==> src/inc/pdxm_defs.vh <==
// Register map and field constants for the port data crossbar mux
`ifndef PDXM_DEFS_VH
`define PDXM_DEFS_VH
// Register word addresses (byte address = 4 * index)
`define PDXM_ADDR_W        4
`define PDXM_A_XBAR_DIR    4'h0
`define PDXM_A_XBAR_SEL    4'h1
`define PDXM_A_ORIENT      4'h2
`define PDXM_A_CMP_EN      4'h3
`define PDXM_A_PULL_UP     4'h4
`define PDXM_A_PULL_DN     4'h5
`define PDXM_A_PATH        4'h6
`define PDXM_A_EP_CTRL     4'h7
`define PDXM_A_BC_CTRL     4'h8
`define PDXM_A_BC_SW       4'h9
`define PDXM_A_IRQ_STAT    4'hA
`define PDXM_A_IRQ_MASK    4'hB
`define PDXM_A_PIN_STAT    4'hC
// Crossbar pin indices: 0 serial rx, 1 serial tx, 2 sb p2s, 3 sb s2p, 4 gp0, 5 gp1
`define PDXM_NPIN          6
`define PDXM_SRC_W         3
`define PDXM_SEL_W         18
// Reset: all pins inputs except serial tx output driven by serial rx
`define PDXM_DIR_RST       6'h02
`define PDXM_SEL_RST       18'h00000
// Port pin indices: 0 sb a, 1 sb b, 2 top dp, 3 top dm, 4 bot dp, 5 bot dm
`define PDXM_NPORT         6
// Endpoint control bits
`define PDXM_EP_EN         0
`define PDXM_EP_TX         1
`define PDXM_EP_DP         2
`define PDXM_EP_DM         3
// Charger detect phases
`define PDXM_BC_IDLE       2'h0
`define PDXM_BC_DCD        2'h1
`define PDXM_BC_PRI        2'h2
`define PDXM_BC_SEC        2'h3
`define PDXM_NSW           12
// Crossbar pin and port pin positions used by fixed routes
`define PDXM_PIN_RX        0
`define PDXM_PIN_TX        1
`define PDXM_PIN_GP0       4
`define PDXM_PIN_GP1       5
`define PDXM_PORT_TOP      2
`define PDXM_PORT_BOT      4
// One-hot pair selects steered by cable orientation
`define PDXM_SIDE_TOP      2'h1
`define PDXM_SIDE_BOT      2'h2
`endif

==> src/hw/pdxm_top.v <==
// Port data crossbar mux control core with Avalon-MM register slave
`timescale 1ns/1ps
`include "pdxm_defs.vh"
module pdxm_top #(
  parameter NPIN  = `PDXM_NPIN,
  parameter NPORT = `PDXM_NPORT
) (
  // Clock, reset, enable
  input  wire                      clk,
  input  wire                      rstn,
  input  wire                      ce,
  // Avalon-MM slave
  input  wire [`PDXM_ADDR_W-1:0]   avs_address,
  input  wire                      avs_read,
  input  wire                      avs_write,
  input  wire [31:0]               avs_writedata,
  output reg  [31:0]               avs_readdata,
  output reg                       avs_waitrequest,
  output reg                       irq,
  // Crossbar system pins (three-signal)
  input  wire [NPIN-1:0]           xbar_pin_in,
  output reg  [NPIN-1:0]           xbar_pin_out,
  output reg  [NPIN-1:0]           xbar_pin_oe_n,
  // Crossbar sideband signals to and from port data muxes
  output reg  [1:0]                sb_sys_to_port,
  output reg  [1:0]                sb_pin_drive,
  input  wire [1:0]                sideband_port_to_sys,
  // Port pin digital levels from comparators
  input  wire [NPORT-1:0]          port_level,
  // Analog controls
  output reg  [NPORT-1:0]          cmp_connect,
  output reg  [NPORT-1:0]          pull_up_en,
  output reg  [NPORT-1:0]          pull_dn_en,
  output reg  [NPORT-1:0]          path_closed,
  output reg  [NPORT-1:0]          clamp_connect,
  // Low-speed endpoint
  output reg  [1:0]                ep_drive,
  output reg                       ep_drive_en,
  output reg  [1:0]                ep_drive_sel,
  output reg  [1:0]                endpoint_pullup,
  output reg  [1:0]                ep_rx,
  // Charger detection
  output reg  [1:0]                contact_detect_current,
  output reg  [1:0]                contact_detect_pulldown,
  output reg  [`PDXM_NSW-1:0]      detect_sw,
  output reg                       detect_voltage_source,
  output reg                       detect_current_sink,
  output reg                       adc_sample_req
);

  // Control registers
  reg [NPIN-1:0]           dir_reg;
  reg [`PDXM_SEL_W-1:0]    sel_reg;
  reg                      orient_reg;
  reg [NPORT-1:0]          cmp_en_reg;
  reg [NPORT-1:0]          pu_reg;
  reg [NPORT-1:0]          pd_reg;
  reg [NPORT-1:0]          path_reg;
  reg [3:0]                ep_reg;
  reg [1:0]                bc_reg;
  reg [`PDXM_NSW-1:0]      sw_reg;
  reg [NPORT-1:0]          stat_reg;
  reg [NPORT-1:0]          mask_reg;
  reg                      ack_reg;

  // Synchronisers for outside inputs
  reg [NPIN-1:0]  pin_s1_reg;
  reg [NPIN-1:0]  pin_s2_reg;
  reg [1:0]       sb_s1_reg;
  reg [1:0]       sb_s2_reg;
  reg [NPORT-1:0] lvl_s1_reg;
  reg [NPORT-1:0] lvl_s2_reg;
  reg [NPORT-1:0] lvl_d_reg;

  // Source pick: 0..5 pins, 6/7 sideband inputs from port
  function src_pick;
    input [2:0]      s;
    input [NPIN-1:0] p;
    input [1:0]      sb;
    begin
      if (s[2] & s[1])
        src_pick = sb[s[0]];
      else
        src_pick = p[s];
    end
  endfunction

  // Top pair unless the cable is flipped; shared by the endpoint drive, pull-up and contact detect outputs
  function [1:0] side_sel;
    input flipped;
    begin
      side_sel = flipped ? `PDXM_SIDE_BOT : `PDXM_SIDE_TOP;
    end
  endfunction

  wire [NPORT-1:0] edge_evt = (lvl_s2_reg ^ lvl_d_reg) & cmp_en_reg;
  wire             acc      = (avs_read | avs_write) & avs_waitrequest & ~ack_reg;
  wire             wr       = acc & avs_write;
  wire [NPORT-1:0] clr      = (wr && avs_address == `PDXM_A_IRQ_STAT) ?
                              avs_writedata[NPORT-1:0] : {NPORT{1'b0}};

  reg [NPIN-1:0] xout;
  reg [1:0]      s2p;
  integer        i;
  always @* begin
    xout = {NPIN{1'b0}};
    for (i = 0; i < NPIN; i = i + 1)
      xout[i] = src_pick(sel_reg[i*3 +: 3], pin_s2_reg, sb_s2_reg);
    // Serial tx defaults to buffered serial rx at reset
    if (sel_reg[`PDXM_PIN_TX*`PDXM_SRC_W +: `PDXM_SRC_W] == {`PDXM_SRC_W{1'b0}})
      xout[`PDXM_PIN_TX] = pin_s2_reg[`PDXM_PIN_RX];
    s2p = {src_pick(sel_reg[`PDXM_PIN_GP1*`PDXM_SRC_W +: `PDXM_SRC_W], pin_s2_reg, sb_s2_reg),
           src_pick(sel_reg[`PDXM_PIN_GP0*`PDXM_SRC_W +: `PDXM_SRC_W], pin_s2_reg, sb_s2_reg)};
  end

  always @(posedge clk or negedge rstn) begin
    if (!rstn) begin
      dir_reg         <= `PDXM_DIR_RST;
      sel_reg         <= `PDXM_SEL_RST;
      orient_reg      <= 1'b0;
      cmp_en_reg      <= {NPORT{1'b0}};
      pu_reg          <= {NPORT{1'b0}};
      pd_reg          <= {NPORT{1'b0}};
      path_reg        <= {NPORT{1'b0}};
      ep_reg          <= 4'h0;
      bc_reg          <= `PDXM_BC_IDLE;
      sw_reg          <= {`PDXM_NSW{1'b0}};
      stat_reg        <= {NPORT{1'b0}};
      mask_reg        <= {NPORT{1'b0}};
      ack_reg         <= 1'b0;
      avs_readdata    <= 32'h00000000;
      avs_waitrequest <= 1'b1;
      pin_s1_reg      <= {NPIN{1'b0}};
      pin_s2_reg      <= {NPIN{1'b0}};
      sb_s1_reg       <= 2'h0;
      sb_s2_reg       <= 2'h0;
      lvl_s1_reg      <= {NPORT{1'b0}};
      lvl_s2_reg      <= {NPORT{1'b0}};
      lvl_d_reg       <= {NPORT{1'b0}};
    end else if (ce) begin
      pin_s1_reg <= xbar_pin_in;
      pin_s2_reg <= pin_s1_reg;
      sb_s1_reg  <= sideband_port_to_sys;
      sb_s2_reg  <= sb_s1_reg;
      lvl_s1_reg <= port_level;
      lvl_s2_reg <= lvl_s1_reg;
      lvl_d_reg  <= lvl_s2_reg;
      // Set wins over clear
      stat_reg <= (stat_reg & ~clr) | edge_evt;
      // One wait cycle, then answer; release waitrequest one cycle
      ack_reg         <= acc;
      avs_waitrequest <= ~acc;
      if (wr) begin
        case (avs_address)
          `PDXM_A_XBAR_DIR: dir_reg    <= avs_writedata[NPIN-1:0];
          `PDXM_A_XBAR_SEL: sel_reg    <= avs_writedata[`PDXM_SEL_W-1:0];
          `PDXM_A_ORIENT:   orient_reg <= avs_writedata[0];
          `PDXM_A_CMP_EN:   cmp_en_reg <= avs_writedata[NPORT-1:0];
          `PDXM_A_PULL_UP:  pu_reg     <= avs_writedata[NPORT-1:0];
          `PDXM_A_PULL_DN:  pd_reg     <= avs_writedata[NPORT-1:0];
          `PDXM_A_PATH:     path_reg   <= avs_writedata[NPORT-1:0];
          `PDXM_A_EP_CTRL:  ep_reg     <= avs_writedata[3:0];
          `PDXM_A_BC_CTRL:  bc_reg     <= avs_writedata[1:0];
          `PDXM_A_BC_SW:    sw_reg     <= avs_writedata[`PDXM_NSW-1:0];
          `PDXM_A_IRQ_MASK: mask_reg   <= avs_writedata[NPORT-1:0];
          default: ;
        endcase
      end
      if (acc & avs_read) begin
        case (avs_address)
          `PDXM_A_XBAR_DIR: avs_readdata <= {{(32-NPIN){1'b0}}, dir_reg};
          `PDXM_A_XBAR_SEL: avs_readdata <= {14'h0000, sel_reg};
          `PDXM_A_ORIENT:   avs_readdata <= {31'h00000000, orient_reg};
          `PDXM_A_CMP_EN:   avs_readdata <= {{(32-NPORT){1'b0}}, cmp_en_reg};
          `PDXM_A_PULL_UP:  avs_readdata <= {{(32-NPORT){1'b0}}, pu_reg};
          `PDXM_A_PULL_DN:  avs_readdata <= {{(32-NPORT){1'b0}}, pd_reg};
          `PDXM_A_PATH:     avs_readdata <= {{(32-NPORT){1'b0}}, path_reg};
          `PDXM_A_EP_CTRL:  avs_readdata <= {28'h0000000, ep_reg};
          `PDXM_A_BC_CTRL:  avs_readdata <= {30'h00000000, bc_reg};
          `PDXM_A_BC_SW:    avs_readdata <= {20'h00000, sw_reg};
          `PDXM_A_IRQ_STAT: avs_readdata <= {{(32-NPORT){1'b0}}, stat_reg};
          `PDXM_A_IRQ_MASK: avs_readdata <= {{(32-NPORT){1'b0}}, mask_reg};
          `PDXM_A_PIN_STAT: avs_readdata <= {{(32-NPORT){1'b0}}, lvl_s2_reg};
          default:          avs_readdata <= 32'h00000000;
        endcase
      end
    end
  end

  // Registered outputs
  wire ep_on = ep_reg[`PDXM_EP_EN];
  wire ep_tx = ep_reg[`PDXM_EP_TX];
  wire dcd   = (bc_reg == `PDXM_BC_DCD);
  wire prisec = (bc_reg == `PDXM_BC_PRI) | (bc_reg == `PDXM_BC_SEC);
  always @(posedge clk or negedge rstn) begin
    if (!rstn) begin
      irq                     <= 1'b0;
      xbar_pin_out            <= {NPIN{1'b0}};
      xbar_pin_oe_n           <= {NPIN{1'b1}};
      sb_sys_to_port          <= 2'h0;
      sb_pin_drive            <= 2'h0;
      cmp_connect             <= {NPORT{1'b0}};
      pull_up_en              <= {NPORT{1'b0}};
      pull_dn_en              <= {NPORT{1'b0}};
      path_closed             <= {NPORT{1'b0}};
      clamp_connect           <= {NPORT{1'b0}};
      ep_drive                <= 2'h0;
      ep_drive_en             <= 1'b0;
      ep_drive_sel            <= 2'h0;
      endpoint_pullup         <= 2'h0;
      ep_rx                   <= 2'h0;
      contact_detect_current  <= 2'h0;
      contact_detect_pulldown <= 2'h0;
      detect_sw               <= {`PDXM_NSW{1'b0}};
      detect_voltage_source   <= 1'b0;
      detect_current_sink     <= 1'b0;
      adc_sample_req          <= 1'b0;
    end else if (ce) begin
      irq           <= |(stat_reg & mask_reg);
      xbar_pin_out  <= xout;
      xbar_pin_oe_n <= ~dir_reg;
      sb_sys_to_port <= s2p;
      // Orientation swaps which sideband pin carries each signal
      sb_pin_drive  <= orient_reg ? {s2p[0], s2p[1]} : s2p;
      cmp_connect   <= cmp_en_reg;
      pull_up_en    <= pu_reg;
      pull_dn_en    <= pd_reg;
      path_closed   <= path_reg;
      clamp_connect <= path_reg;
      // Low-speed only: single pull-up on D-, never D+
      ep_drive_en   <= ep_on & ep_tx;
      ep_drive      <= {ep_reg[`PDXM_EP_DM], ep_reg[`PDXM_EP_DP]};
      ep_drive_sel  <= side_sel(orient_reg);
      endpoint_pullup <= (ep_on & ~ep_tx) ? side_sel(orient_reg) : 2'h0;
      ep_rx         <= orient_reg ? lvl_s2_reg[`PDXM_PORT_BOT +: 2] :
                                    lvl_s2_reg[`PDXM_PORT_TOP +: 2];
      contact_detect_current  <= dcd ? side_sel(orient_reg) : 2'h0;
      contact_detect_pulldown <= dcd ? side_sel(orient_reg) : 2'h0;
      detect_sw             <= prisec ? sw_reg : {`PDXM_NSW{1'b0}};
      detect_voltage_source <= prisec;
      detect_current_sink   <= prisec;
      adc_sample_req        <= prisec;
    end
  end

endmodule // pdxm_top

==> config.mk <==
export PLATFORM = sky130hd
export DESIGN_NAME = pdxm_top
export DESIGN_NICKNAME = d
export VERILOG_FILES = /design/src/hw/pdxm_top.v
export VERILOG_INCLUDE_DIRS = /design/src /design/src/inc
export SDC_FILE = /design/constraint.sdc
export NUM_CORES = 1
export LEC_CHECK = 0
export ABC_CLOCK_PERIOD_IN_PS = 4250
export CORE_MARGIN = 5
export CORE_UTILIZATION = 30
export DETAILED_ROUTE_END_ITERATION = 6
export DONT_BUFFER_PORTS = 1
export PLACE_DENSITY = 0.54
export RECOVER_POWER = 50
export SYNTH_ARGS = -nofsm -noshare
export SYNTH_HDL_FRONTEND = slang
export SYNTH_SLANG_ARGS = --single-unit
export TNS_END_PERCENT = 20
==> constraint.sdc <==
create_clock -name clk -period 4.25 [get_ports clk]
set_input_delay 0.85 -clock clk [delete_from_list [all_inputs] [get_ports clk]]
set_output_delay 0.85 -clock clk [all_outputs]
set_load 0.1 [all_outputs]
# Word-level counts from Yosys, hierarchy flattened
# Cells that the tools add are included.
[word_totals]
elab_cells = 145
output_inout_bits = 108
regBits = 212
in_bits = 55
[op_classes]
muxes = 39
n_bitwise = 24
order_cmp = 12
eq_ne = 15
reduce_logical = 16
[ops]
columns = ["cell", "n"]
rows = [
  ["$pmux 18 s13", 1],
  ["$reduce_and 3->1", 11],
  ["$mux 1", 25],
  ["$lt 3x4->1 const B", 6],
  ["$eq 4x4->1 const B", 5],
  ["$and 6x6->6", 3],
  ["$bmux 1 s3", 6],
  ["$eq 4x3->1 const B", 4],
  ["$and 1x1->1", 12],
  ["$lt 1x2->1 const B", 6],
  ["$mux 12", 1],
  ["$not 6->6", 2],
  ["$mux 2", 5],
  ["$eq 4x2->1 const B", 2],
  ["$mux 6", 1],
  ["$or 6x6->6", 1],
  ["$reduce_or 6->1", 1],
  ["$xor 6x6->6", 1],
  ["$eq 2x2->1 const B", 2],
  ["$eq 4x1->1 const B", 1],
  ["$logic_not 4->1", 1],
  ["$logic_not 3->1", 1],
  ["$not 1->1", 3],
  ["$eq 2x1->1 const B", 1],
  ["other kinds (3)", 4],
]

# Depth between registers and ports, before layout
# Gate-level depths: netlist of the first run.
[depth]
ltp_word = 9
depth_mapped = 7
mapped_depth_nobuf = 4

# Worst setup path before layout of the first run
# No wires, ideal clock.
[synth_path]
kind = "input-to-reg"
start = "input ce"
end = "register sel_reg[11]"
stages = 5
t_arrival_ps = 2102
path_slack_ps = 2023
cell_sequence = "buf_2 > nand4b_4 > nor4_4 > buf_6 > mux2_2"
[synth_via]
elab_chain_cells = 1
[synth_lines]
columns = ["item", "line_no", "source"]
rows = [
  ["start, declared", "pdxm_top.v:11", "input wire ce,"],
  ["$reduce_and 3->1 (no source line)", "-", ""],
  ["end signal, assigned", "pdxm_top.v:119", "sel_reg <= `PDXM_SEL_RST;"],
  ["end signal, assigned", "pdxm_top.v:156", "`PDXM_A_XBAR_SEL: sel_reg <= avs_writedata[`PDXM_SEL_W-1:0];"],
  ["end, declared", "pdxm_top.v:53", "reg [`PDXM_SEL_W-1:0] sel_reg;"],
]
# Every way passes these cells.
# A chain may end at the register's enable or synchronous reset.

# Worst setup path after layout of the first run
[layout_path]
start = "register avs_waitrequest"
end = "register sw_reg[6]"
[layout_via]
elab_chain_cells = 4
[layout_lines]
columns = ["item", "line_no", "source"]
rows = [
  ["start, declared", "pdxm_top.v:18", "output reg avs_waitrequest,"],
  ["start signal, assigned", "pdxm_top.v:152", "avs_waitrequest <= ~acc;"],
  ["$and 1x1->1 (2 in series)", "pdxm_top.v:97", "wire acc = (avs_read | avs_write) & avs_waitrequest & ~ack_reg;"],
  ["$and 1x1->1", "pdxm_top.v:98", "wire wr = acc & avs_write;"],
  ["$reduce_and 3->1 (no source line)", "-", ""],
  ["end signal, assigned", "pdxm_top.v:127", "sw_reg <= {`PDXM_NSW{1'b0}};"],
  ["end signal, assigned", "pdxm_top.v:164", "`PDXM_A_BC_SW: sw_reg <= avs_writedata[`PDXM_NSW-1:0];"],
  ["end, declared", "pdxm_top.v:61", "reg [`PDXM_NSW-1:0] sw_reg;"],
]
# Every way passes these cells.

==> results.yml, run 1 <==
outcome:
  status: "completed"
final_layout:
  stdcell_count: 1069
  diodes: 0
  area_growth_pct: 9.53
  final_common_cell: "dfrtp_1"
  nets: 721
  final_cell_mix: "dfrtp_1, mux2_2, nand2_1"
  drive_above_1_share_pct: 30.6
setup_path:
  path_max_fanout: 12
  crit_path_start_kind: "register"
  crit_type: "register to register"
  critPathArrivalTime_ns: 2.98
  cp.required_ns: 4.57
  end_kind: "register"
  cp_cell_sequence: "nand4b_4, nor3_2, mux2_2"
  cpMaxStageDelayCell: "dfstp_2"
  critPathBufInv: 0
  cp_top_family: "simple AND/OR/NAND/NOR gates"
  cpPeakStageDelay_ns: 0.91
timing:
  timing.fmax_mhz: 376
  fin_crit_sh_pct: 62.5
  drv_slew: 0
  period_needed_ns: 2.66
  relSlewSlack_pct: 29.1
  tns_ns: 0
  worst_pin_slew_ns: 1.06
  rsz0062_at_grt: "false"
  fin_skew_ns: 0.0216
  hold_viol_final: 0
  finalSetupViolCount: 0
placement:
  dpl.cell_count: 1037
  place_congestion: 0.852
  port_buffers: 0
  dpl.hpwl_um: 15800
pwr:
  worst_ir_drop_vdd_mv: 0.318
  combPwrFrac_pct: 11.5
  p_seq_share_pct: 61.6
  power.share.clock_pct: 27.0
  swShare_pct: 44.6
  powerDensity_mw_per_mm2: 644
  p_sw_mw: 2.80
  p_leak_nw: 4.15
  p_int_mw: 3.48
synth:
  syn_area_mm2: 0.00891
  seq_area_frac_synth_pct: 55.1
  synth-warning-count: 0
  ys_async_sr_fraction_pct: 100
  synth_flop_cell: "dfrtp_1"
  synth_seq_cells: 196
  syn_inst: 695
  synth_edf_count: 0
  synth.distinct_cells: 65
  avgSynthCellArea_um2: 12.8
global_route:
  grt_pass1_wl_um: 36200
  grt-ovfl-total: 0
  antenna_found_initial: 0
  grt_pass1_vias: 5609
  grt_max_degree: 197
  track_usage_pct: 14.2
floorplanning:
  fp.dieH_um: 182
  coreArea_mm2: 0.0295
  io_pins: 163
  fp.dieW_um: 182
  die-area_mm2: 0.0333
  rows: 63
  initial_core_util_pct: 30.2
clocking:
  cts.htree.levels: 4
  cts_hold_buf: 0
  cts-root-buf: "clkbuf_16"
  tritoncts: "yes"
  insertion_delay_ns: 0.44
  postCtsSetupBuffers: 0
  clkSlewWorstSetupHoldPaths_ns: 0.08
  cts_resized: 0
  cts-buffers-inserted: 17
  cts_buffer_depth: 2
  cts_sinks: 196
detailed_routing:
  num_vias: 5350
  avgRoutedWirePerCell_um: 21.8
  viasPerCell: 5.00
  dr.pass1.iters: 4
  drt_wl_total_um: 23300
  final_antenna_net_count: 0
  drcViolationCount: 0
  drtIter0Drc: 414
run:
  cap_violations: 0
hold_path:
  hold_path_class: "input pin to asynchronous set/reset pin"
-- Yosys cell counts (all sizes together), types with 2 or more instances --
master / number / area, µm²
a21oi: 15 / 75.1
o211ai: 2 / 15.0
a211oi: 4 / 30.0
mux4: 13 / 293
nor2: 20 / 80.1
a21o: 2 / 15.0
buf: 48 / 310
nor4: 2 / 42.5
o2bb2ai: 2 / 17.5
nand3: 15 / 75.1
nand4b: 2 / 32.5
a32o: 6 / 60.1
a31oi: 3 / 18.8
nand2b: 13 / 88.8
o221ai: 2 / 17.5
inv: 29 / 109
and3b: 2 / 17.5
mux2: 135 / 1520
a32oi: 2 / 17.5
clkbuf: 17 / 63.8
nand2: 36 / 135
and3: 3 / 18.8
mux2i: 25 / 250
nand3b: 11 / 82.6
o41ai: 2 / 17.5
dfstp: 8 / 210
a22oi: 14 / 105
o22a: 2 / 17.5
o22ai: 4 / 25.0
nor3: 5 / 30.0
xor2: 6 / 52.6
o21ai: 31 / 155
dfrtp: 188 / 4700
nor2b: 4 / 25.0
-- power by group through the flow --
stage / registers [mW] / clock network [mW] / logic (mW)
floorplan: 3.58 / 0 / 0.880
global placement: 3.92 / 0 / 0.716
detailed placement: 3.93 / 0 / 0.729
CTS: 3.89 / 1.75 / 0.732
global route: 3.94 / 1.83 / 0.794
finish: 3.87 / 1.69 / 0.722
-- final timing paths --
check | startpoint | to | slack, ns | cells after the start
worst min register to register | dir_reg[0] | xbar_pin_oe_n[0] | 0.50 | 1
worst max-delay path | avs_waitrequest | sw_reg[6] | 1.59 | 3
worst max register to register | avs_waitrequest | sw_reg[6] | 1.59 | 3
worst min-delay path | rstn | avs_readdata[15] | 0.12 | 0
min in group clk | dir_reg[0] | xbar_pin_oe_n[0] | 0.50 | 1
max in group asynchronous | rstn | xbar_pin_oe_n[0] | 3.74 | 0
-- cell type report --
| type | count | area (µm²) |
|---|---|---|
| fill | 3017 | 19700 |
| inverter | 29 | 109 |
| timing repair buffer | 4 | 30.0 |
| clock buffer | 17 | 425 |
| sequential | 196 | 4930 |
| tap | 390 | 488 |
| multi-input combinational | 418 | 3570 |
| clock inverter | 15 | 213 |
-- through the flow --
step	util, %	worst slack, ns	area, µm²	hold slack [ns]	total power, mW
final	33.1	1.59	9760	0.118	6.29
after global routing	33.1	1.52	9760	0.0849	6.56
after global placement	31.0	1.55	9130	0.475	4.64
after detailed placement	31.0	1.53	9130	0.474	4.66
after floorplan	-	2.02	8960	0.401	4.46
after CTS	33.1	1.52	9760	0.0910	6.38
-- kinds of logic after synthesis --
kind of cell / share of synthesized area [%]
buffers and inverters: 5.42
AND/OR/NAND/NOR: 7.89
XOR/XNOR: 0.589
other: 0.0421
multiplexers: 23.1
flip-flops: 55.1
AO/OA/AOI/OAI: 7.79
-- layer usage --
layer / up-vias / wire [µm] / global-route usage (%) / share of wire, %
met5: - / 0 / 0 / 0
met4: 0 / 103 / 2.76 / 0.44
met3: 6 / 1910 / 4.60 / 8.2
met2: 152 / 11400 / 23.4 / 49
met1: 2779 / 9910 / 18.5 / 42
li1: 2413 / - / - / -
-- worst register-to-register path, stage by stage, from the launching register on --
cell and delay, ns:
dfstp_2 0.91, nand4b_4 0.30, nor3_2 0.92, mux2_2 0.42
Note: power is estimated with default switching activity, not from simulation.
==> run 2, diff against run 1 <==
--- a/config.mk
+++ b/config.mk
@@ -6,12 +6,12 @@
 export SDC_FILE = /design/constraint.sdc
 export NUM_CORES = 1
 export LEC_CHECK = 0
-export ABC_CLOCK_PERIOD_IN_PS = 4250
+export ABC_CLOCK_PERIOD_IN_PS = 2170
 export CORE_MARGIN = 5
 export CORE_UTILIZATION = 30
 export DETAILED_ROUTE_END_ITERATION = 6
 export DONT_BUFFER_PORTS = 1
-export PLACE_DENSITY = 0.54
+export PLACE_DENSITY = 0.55
 export RECOVER_POWER = 50
 export SYNTH_ARGS = -nofsm -noshare
 export SYNTH_HDL_FRONTEND = slang
==> constraint.sdc (replaced) <==
create_clock -name clk -period 2.17 [get_ports clk]
set_input_delay 0.434 -clock clk [delete_from_list [all_inputs] [get_ports clk]]
set_output_delay 0.434 -clock clk [all_outputs]
set_load 0.1 [all_outputs]
==> results.yml, run 2 (synthesis gave the netlist of run 1 again) <==
run:
  cap_violations: 0
setup_path:
  end_kind: "register"
  critPathBufInv: 0
  cp.required_ns: 2.49
  critPathArrivalTime_ns: 2.27
  cp_top_family: "simple AND/OR/NAND/NOR gates"
  cp_cell_sequence: "nand4b_4, nor3_1, nand2_1, mux2_2"
  cpPeakStageDelay_ns: 0.64
  crit_type: "register to register"
  path_max_fanout: 7
  crit_path_start_kind: "register"
  cpMaxStageDelayCell: "dfstp_4"
  rrSetupSlack_ns: 0.23
floorplanning:
  rows: 63
  coreArea_mm2: 0.0295
  fp.dieW_um: 182
  io_pins: 163
  die-area_mm2: 0.0333
  initial_core_util_pct: 30.2
  fp.dieH_um: 182
final_layout:
  area_growth_pct: 16.6
  diodes: 0
  nets: 804
  final_cell_mix: "dfrtp_1, mux2_2, buf_4"
  final_util_pct: 35.3
  stdcell_count: 1152
  final_common_cell: "dfrtp_1"
  drive_above_1_share_pct: 38.8
detailed_routing:
  drcViolationCount: 0
  wl_met1_um: 10300
  dr.pass1.iters: 4
  highest_layer: "met4"
  wl_met2_um: 11400
  num_vias: 5586
  drtIter0Drc: 295
  drt_wl_total_um: 23600
  final_antenna_net_count: 0
  wl_met3_um: 1520
  viasPerCell: 4.85
  avgRoutedWirePerCell_um: 20.4
pwr:
  powerDensity_mw_per_mm2: 1220
  p_total_mw: 12.7
  worst_ir_drop_vdd_mv: 0.586
  p_leak_nw: 4.59
timing:
  hold_ws_ns: -0.307
  fin_crit_sh_pct: 89.6
  hold_viol_final: 189
  worst_pin_slew_ns: 0.917
  period_needed_ns: 1.94
  tns_ns: 0
  setup_slack_ns: 0.226
  drv_slew: 0
  timing.fmax_mhz: 514
  finalSetupViolCount: 0
  fin_skew_ns: 0.00982
  relSlewSlack_pct: 38.8
  rsz0062_at_grt: "false"
global_route:
  track_usage_pct: 14.4
  grt_max_degree: 197
  grt_pass1_vias: 5897
  grt-ovfl-total: 0
  grt_pass1_wl_um: 36900
  antenna_found_initial: 0
placement:
  port_buffers: 0
  dpl.cell_count: 1120
  place_congestion: 0.850
  dpl.hpwl_um: 16200
  dp_slack_ns: 0.251
clocking:
  cts.htree.levels: 4
  cts_buffer_depth: 2
  cts-root-buf: "clkbuf_16"
  cts_sinks: 196
  insertion_delay_ns: 0.43
  clkSlewWorstSetupHoldPaths_ns: 0.08
  cts-buffers-inserted: 17
  tritoncts: "yes"
hold_path:
  hold_path_class: "input pin to asynchronous set/reset pin"
outcome:
  status: "complete, but fails checks"
  violations: "negative hold slack"
## run 2: changes by cell type in the layout (fill, tap and decap cells not counted), moves of 2 or more
cell,before,now
buf_12,0,4
buf_4,4,82
clkinv_4,2,4
clkinv_8,8,0
dfstp_1,6,0
dfstp_2,2,7
inv_8,0,6
## run 2: repair_timing
action                                 CTS  global route
endpoints found under the hold margin  196           196
buffers inserted                         0             0
resized for setup                        0             0
## run 2: metrics by stage
| stage | hold slack [ns] | cell area, µm² |
|---|---|---|
| global placement | 0.151 | 9800 |
| CTS | -0.326 | 10400 |
| detailed placement | 0.149 | 9800 |
| global route | -0.332 | 10400 |
| finish | -0.307 | 10400 |
| floorplan | 0.138 | 8970 |
## run 2: layout make-up
cell class / instances / area [µm²]
inverters: 29 / 109
fillers: 2929 / 19100
well taps: 390 / 488
multi-input cells: 418 / 3570
repair buffers: 87 / 699
clock buffers: 18 / 439
flip-flops and latches: 196 / 4930
clock inverters: 14 / 159
## run 2: metal layers
layer / global-route usage [%] / up-vias
met5: 0 / -
met2: 24.0 / 150
li1: - / 2574
met1: 18.6 / 2843
met3: 4.01 / 19
met4: 3.39 / 0
## run 2: path summary, 6_finish.rpt
check,from,to,cells after the start
worst min-delay path,rstn,sel_reg[15],0
min in group clk,ce,xbar_pin_out[5],1
worst max register to register,avs_waitrequest,dir_reg[0],4
max in group asynchronous,rstn,xbar_pin_oe_n[1],0
worst max-delay path,avs_waitrequest,dir_reg[0],4
worst min register to register,avs_readdata[16],avs_readdata[16],2
## run 2: where the power goes
| part | switching (mW) | leakage (nW) | internal [mW] |
|---|---|---|---|
| logic | 2.98 | 1.80 | 1.14 |
| registers | 0.939 | 2.50 | 4.40 |
| clock network | 1.57 | 0.297 | 1.68 |
==> run 3, diff against run 2 <==
--- a/config.mk
+++ b/config.mk
@@ -7,7 +7,7 @@
 export NUM_CORES = 1
 export LEC_CHECK = 0
 export ABC_CLOCK_PERIOD_IN_PS = 2170
-export CORE_MARGIN = 5
+export CORE_MARGIN = 2
 export CORE_UTILIZATION = 30
 export DETAILED_ROUTE_END_ITERATION = 6
 export DONT_BUFFER_PORTS = 1
==> results.yml, run 3 (synthesis gave the netlist of run 1 again) <==
placement:
  dpl.cell_count: 1118
  place_congestion: 0.872
  port_buffers: 0
  dpl_cell_area_mm2: 0.00981
  dp_slack_ns: 0.234
  dpl.hpwl_um: 15800
run:
  cap_violations: 0
floorplanning:
  rows: 63
  fp.dieH_um: 176
  initial_core_util_pct: 30.2
  fp.dieW_um: 176
  coreArea_mm2: 0.0295
  die-area_mm2: 0.0311
  io_pins: 163
detailed_routing:
  final_antenna_net_count: 0
  dr.pass1.iters: 5
  viasPerCell: 4.88
  drtIter0Drc: 337
  avgRoutedWirePerCell_um: 20.2
  num_vias: 5614
  drcViolationCount: 0
  drt_wl_total_um: 23300
timing:
  fin_skew_ns: 0.0120
  period_needed_ns: 1.98
  finalSetupViolCount: 0
  tns_ns: 0
  hold_ws_ns: -0.310
  hold_viol_final: 189
  worst_pin_slew_ns: 0.908
  relSlewSlack_pct: 39.5
  drv_slew: 0
  rsz0062_at_grt: "false"
  setup_slack_ns: 0.189
  timing.fmax_mhz: 505
  fin_crit_sh_pct: 91.3
final_layout:
  final.fill_count: 2937
  area_growth_pct: 16.7
  multi_input_area_mm2: 0.00357
  regArea_mm2: 0.00493
  diodes: 0
  nets: 802
  drive_above_1_share_pct: 38.7
  stdcell_count: 1150
  final_common_cell: "dfrtp_1"
  final_cell_mix: "dfrtp_1, mux2_2, buf_4"
  stdcell_area_mm2: 0.0104
clocking:
  postCtsSetupBuffers: 0
  cts-buffers-inserted: 17
  clkSlewWorstSetupHoldPaths_ns: 0.08
  cts-root-buf: "clkbuf_16"
  cts_buffer_depth: 2
  cts_sinks: 196
  tritoncts: "yes"
  cts.htree.levels: 4
  insertion_delay_ns: 0.44
setup_path:
  path_max_fanout: 7
  crit_path_start_kind: "register"
  crit_type: "register to register"
  r2r_end: "dir_reg[2]"
  r2r_cells: 4
  rr_startpoint: "avs_waitrequest"
  critPathArrivalTime_ns: 2.31
  rrSetupSlack_ns: 0.19
  end_kind: "register"
  cp.required_ns: 2.49
outcome:
  violations: "negative hold slack"
  status: "complete, but fails checks"
global_route:
  grt-ovfl-total: 0
  grt_pass1_wl_um: 35500
  grt_pass1_vias: 5686
  antenna_found_initial: 0
  grt_max_degree: 197
  track_usage_pct: 15.2
hold_path:
  hold_path_class: "input pin to asynchronous set/reset pin"
pwr:
  worst_ir_drop_vdd_mv: 0.639
  p_total_mw: 12.6
  powerDensity_mw_per_mm2: 1220
  p_leak_nw: 4.58
## run 3: power by group
part	total [mW]	internal, mW	switching [mW]
Sequential	5.47	4.40	1.07
Combinational	3.99	1.15	2.84
Clock	3.18	1.58	1.60
Total	12.6	7.13	5.52
## run 3: repair_timing
| item | 4_1_cts | 5_1_grt |
|---|---|---|
| gates resized for setup | 0 | 0 |
| endpoints found under the hold margin | 196 | 196 |
| endpoints found under the setup margin | 0 | 0 |
## run 3: layout make-up
class | count | area share, %
clock inverters | 14 | 1.47
repair buffers | 85 | 6.82
clock buffers | 18 | 4.22
inverters | 29 | 1.05
multi-input cells | 418 | 34.3
flip-flops and latches | 196 | 47.4
well taps | 390 | 4.69
## run 3: worst max path at each step
stage                          from     endpoint  cells past startpoint
detailed placement  avs_waitrequest   dir_reg[0]                      4
finish              avs_waitrequest   dir_reg[2]                      4
CTS                 avs_waitrequest   dir_reg[0]                      4
global placement    avs_waitrequest   dir_reg[4]                      4
global route        avs_waitrequest   dir_reg[3]                      4
floorplan           avs_waitrequest  sel_reg[11]                      4
## run 3: metrics by stage
| step | hold WS, ns | utilization, % |
|---|---|---|
| after global routing | -0.342 | 35.3 |
| after detailed placement | 0.149 | 33.3 |
| after global placement | 0.149 | 33.3 |
| after CTS | -0.331 | 35.3 |
| final | -0.310 | 35.3 |
| after floorplan | 0.138 | - |
## run 3: critical path, stage by stage (launching register included)
cell	delay (ns)
dfstp_4	0.64
nand4b_4	0.23
nor3_1	0.39
nand2_1	0.28
mux2_2	0.33
## run 3: routing by layer
metal / vias to the layer above / global-route usage (%) / share of wire, %
met3: 16 / 4.24 / 6.4
li1: 2575 / - / -
met5: - / 0 / 0
met4: 0 / 4.44 / 1.4
met1: 2871 / 19.8 / 44
met2: 152 / 24.9 / 49
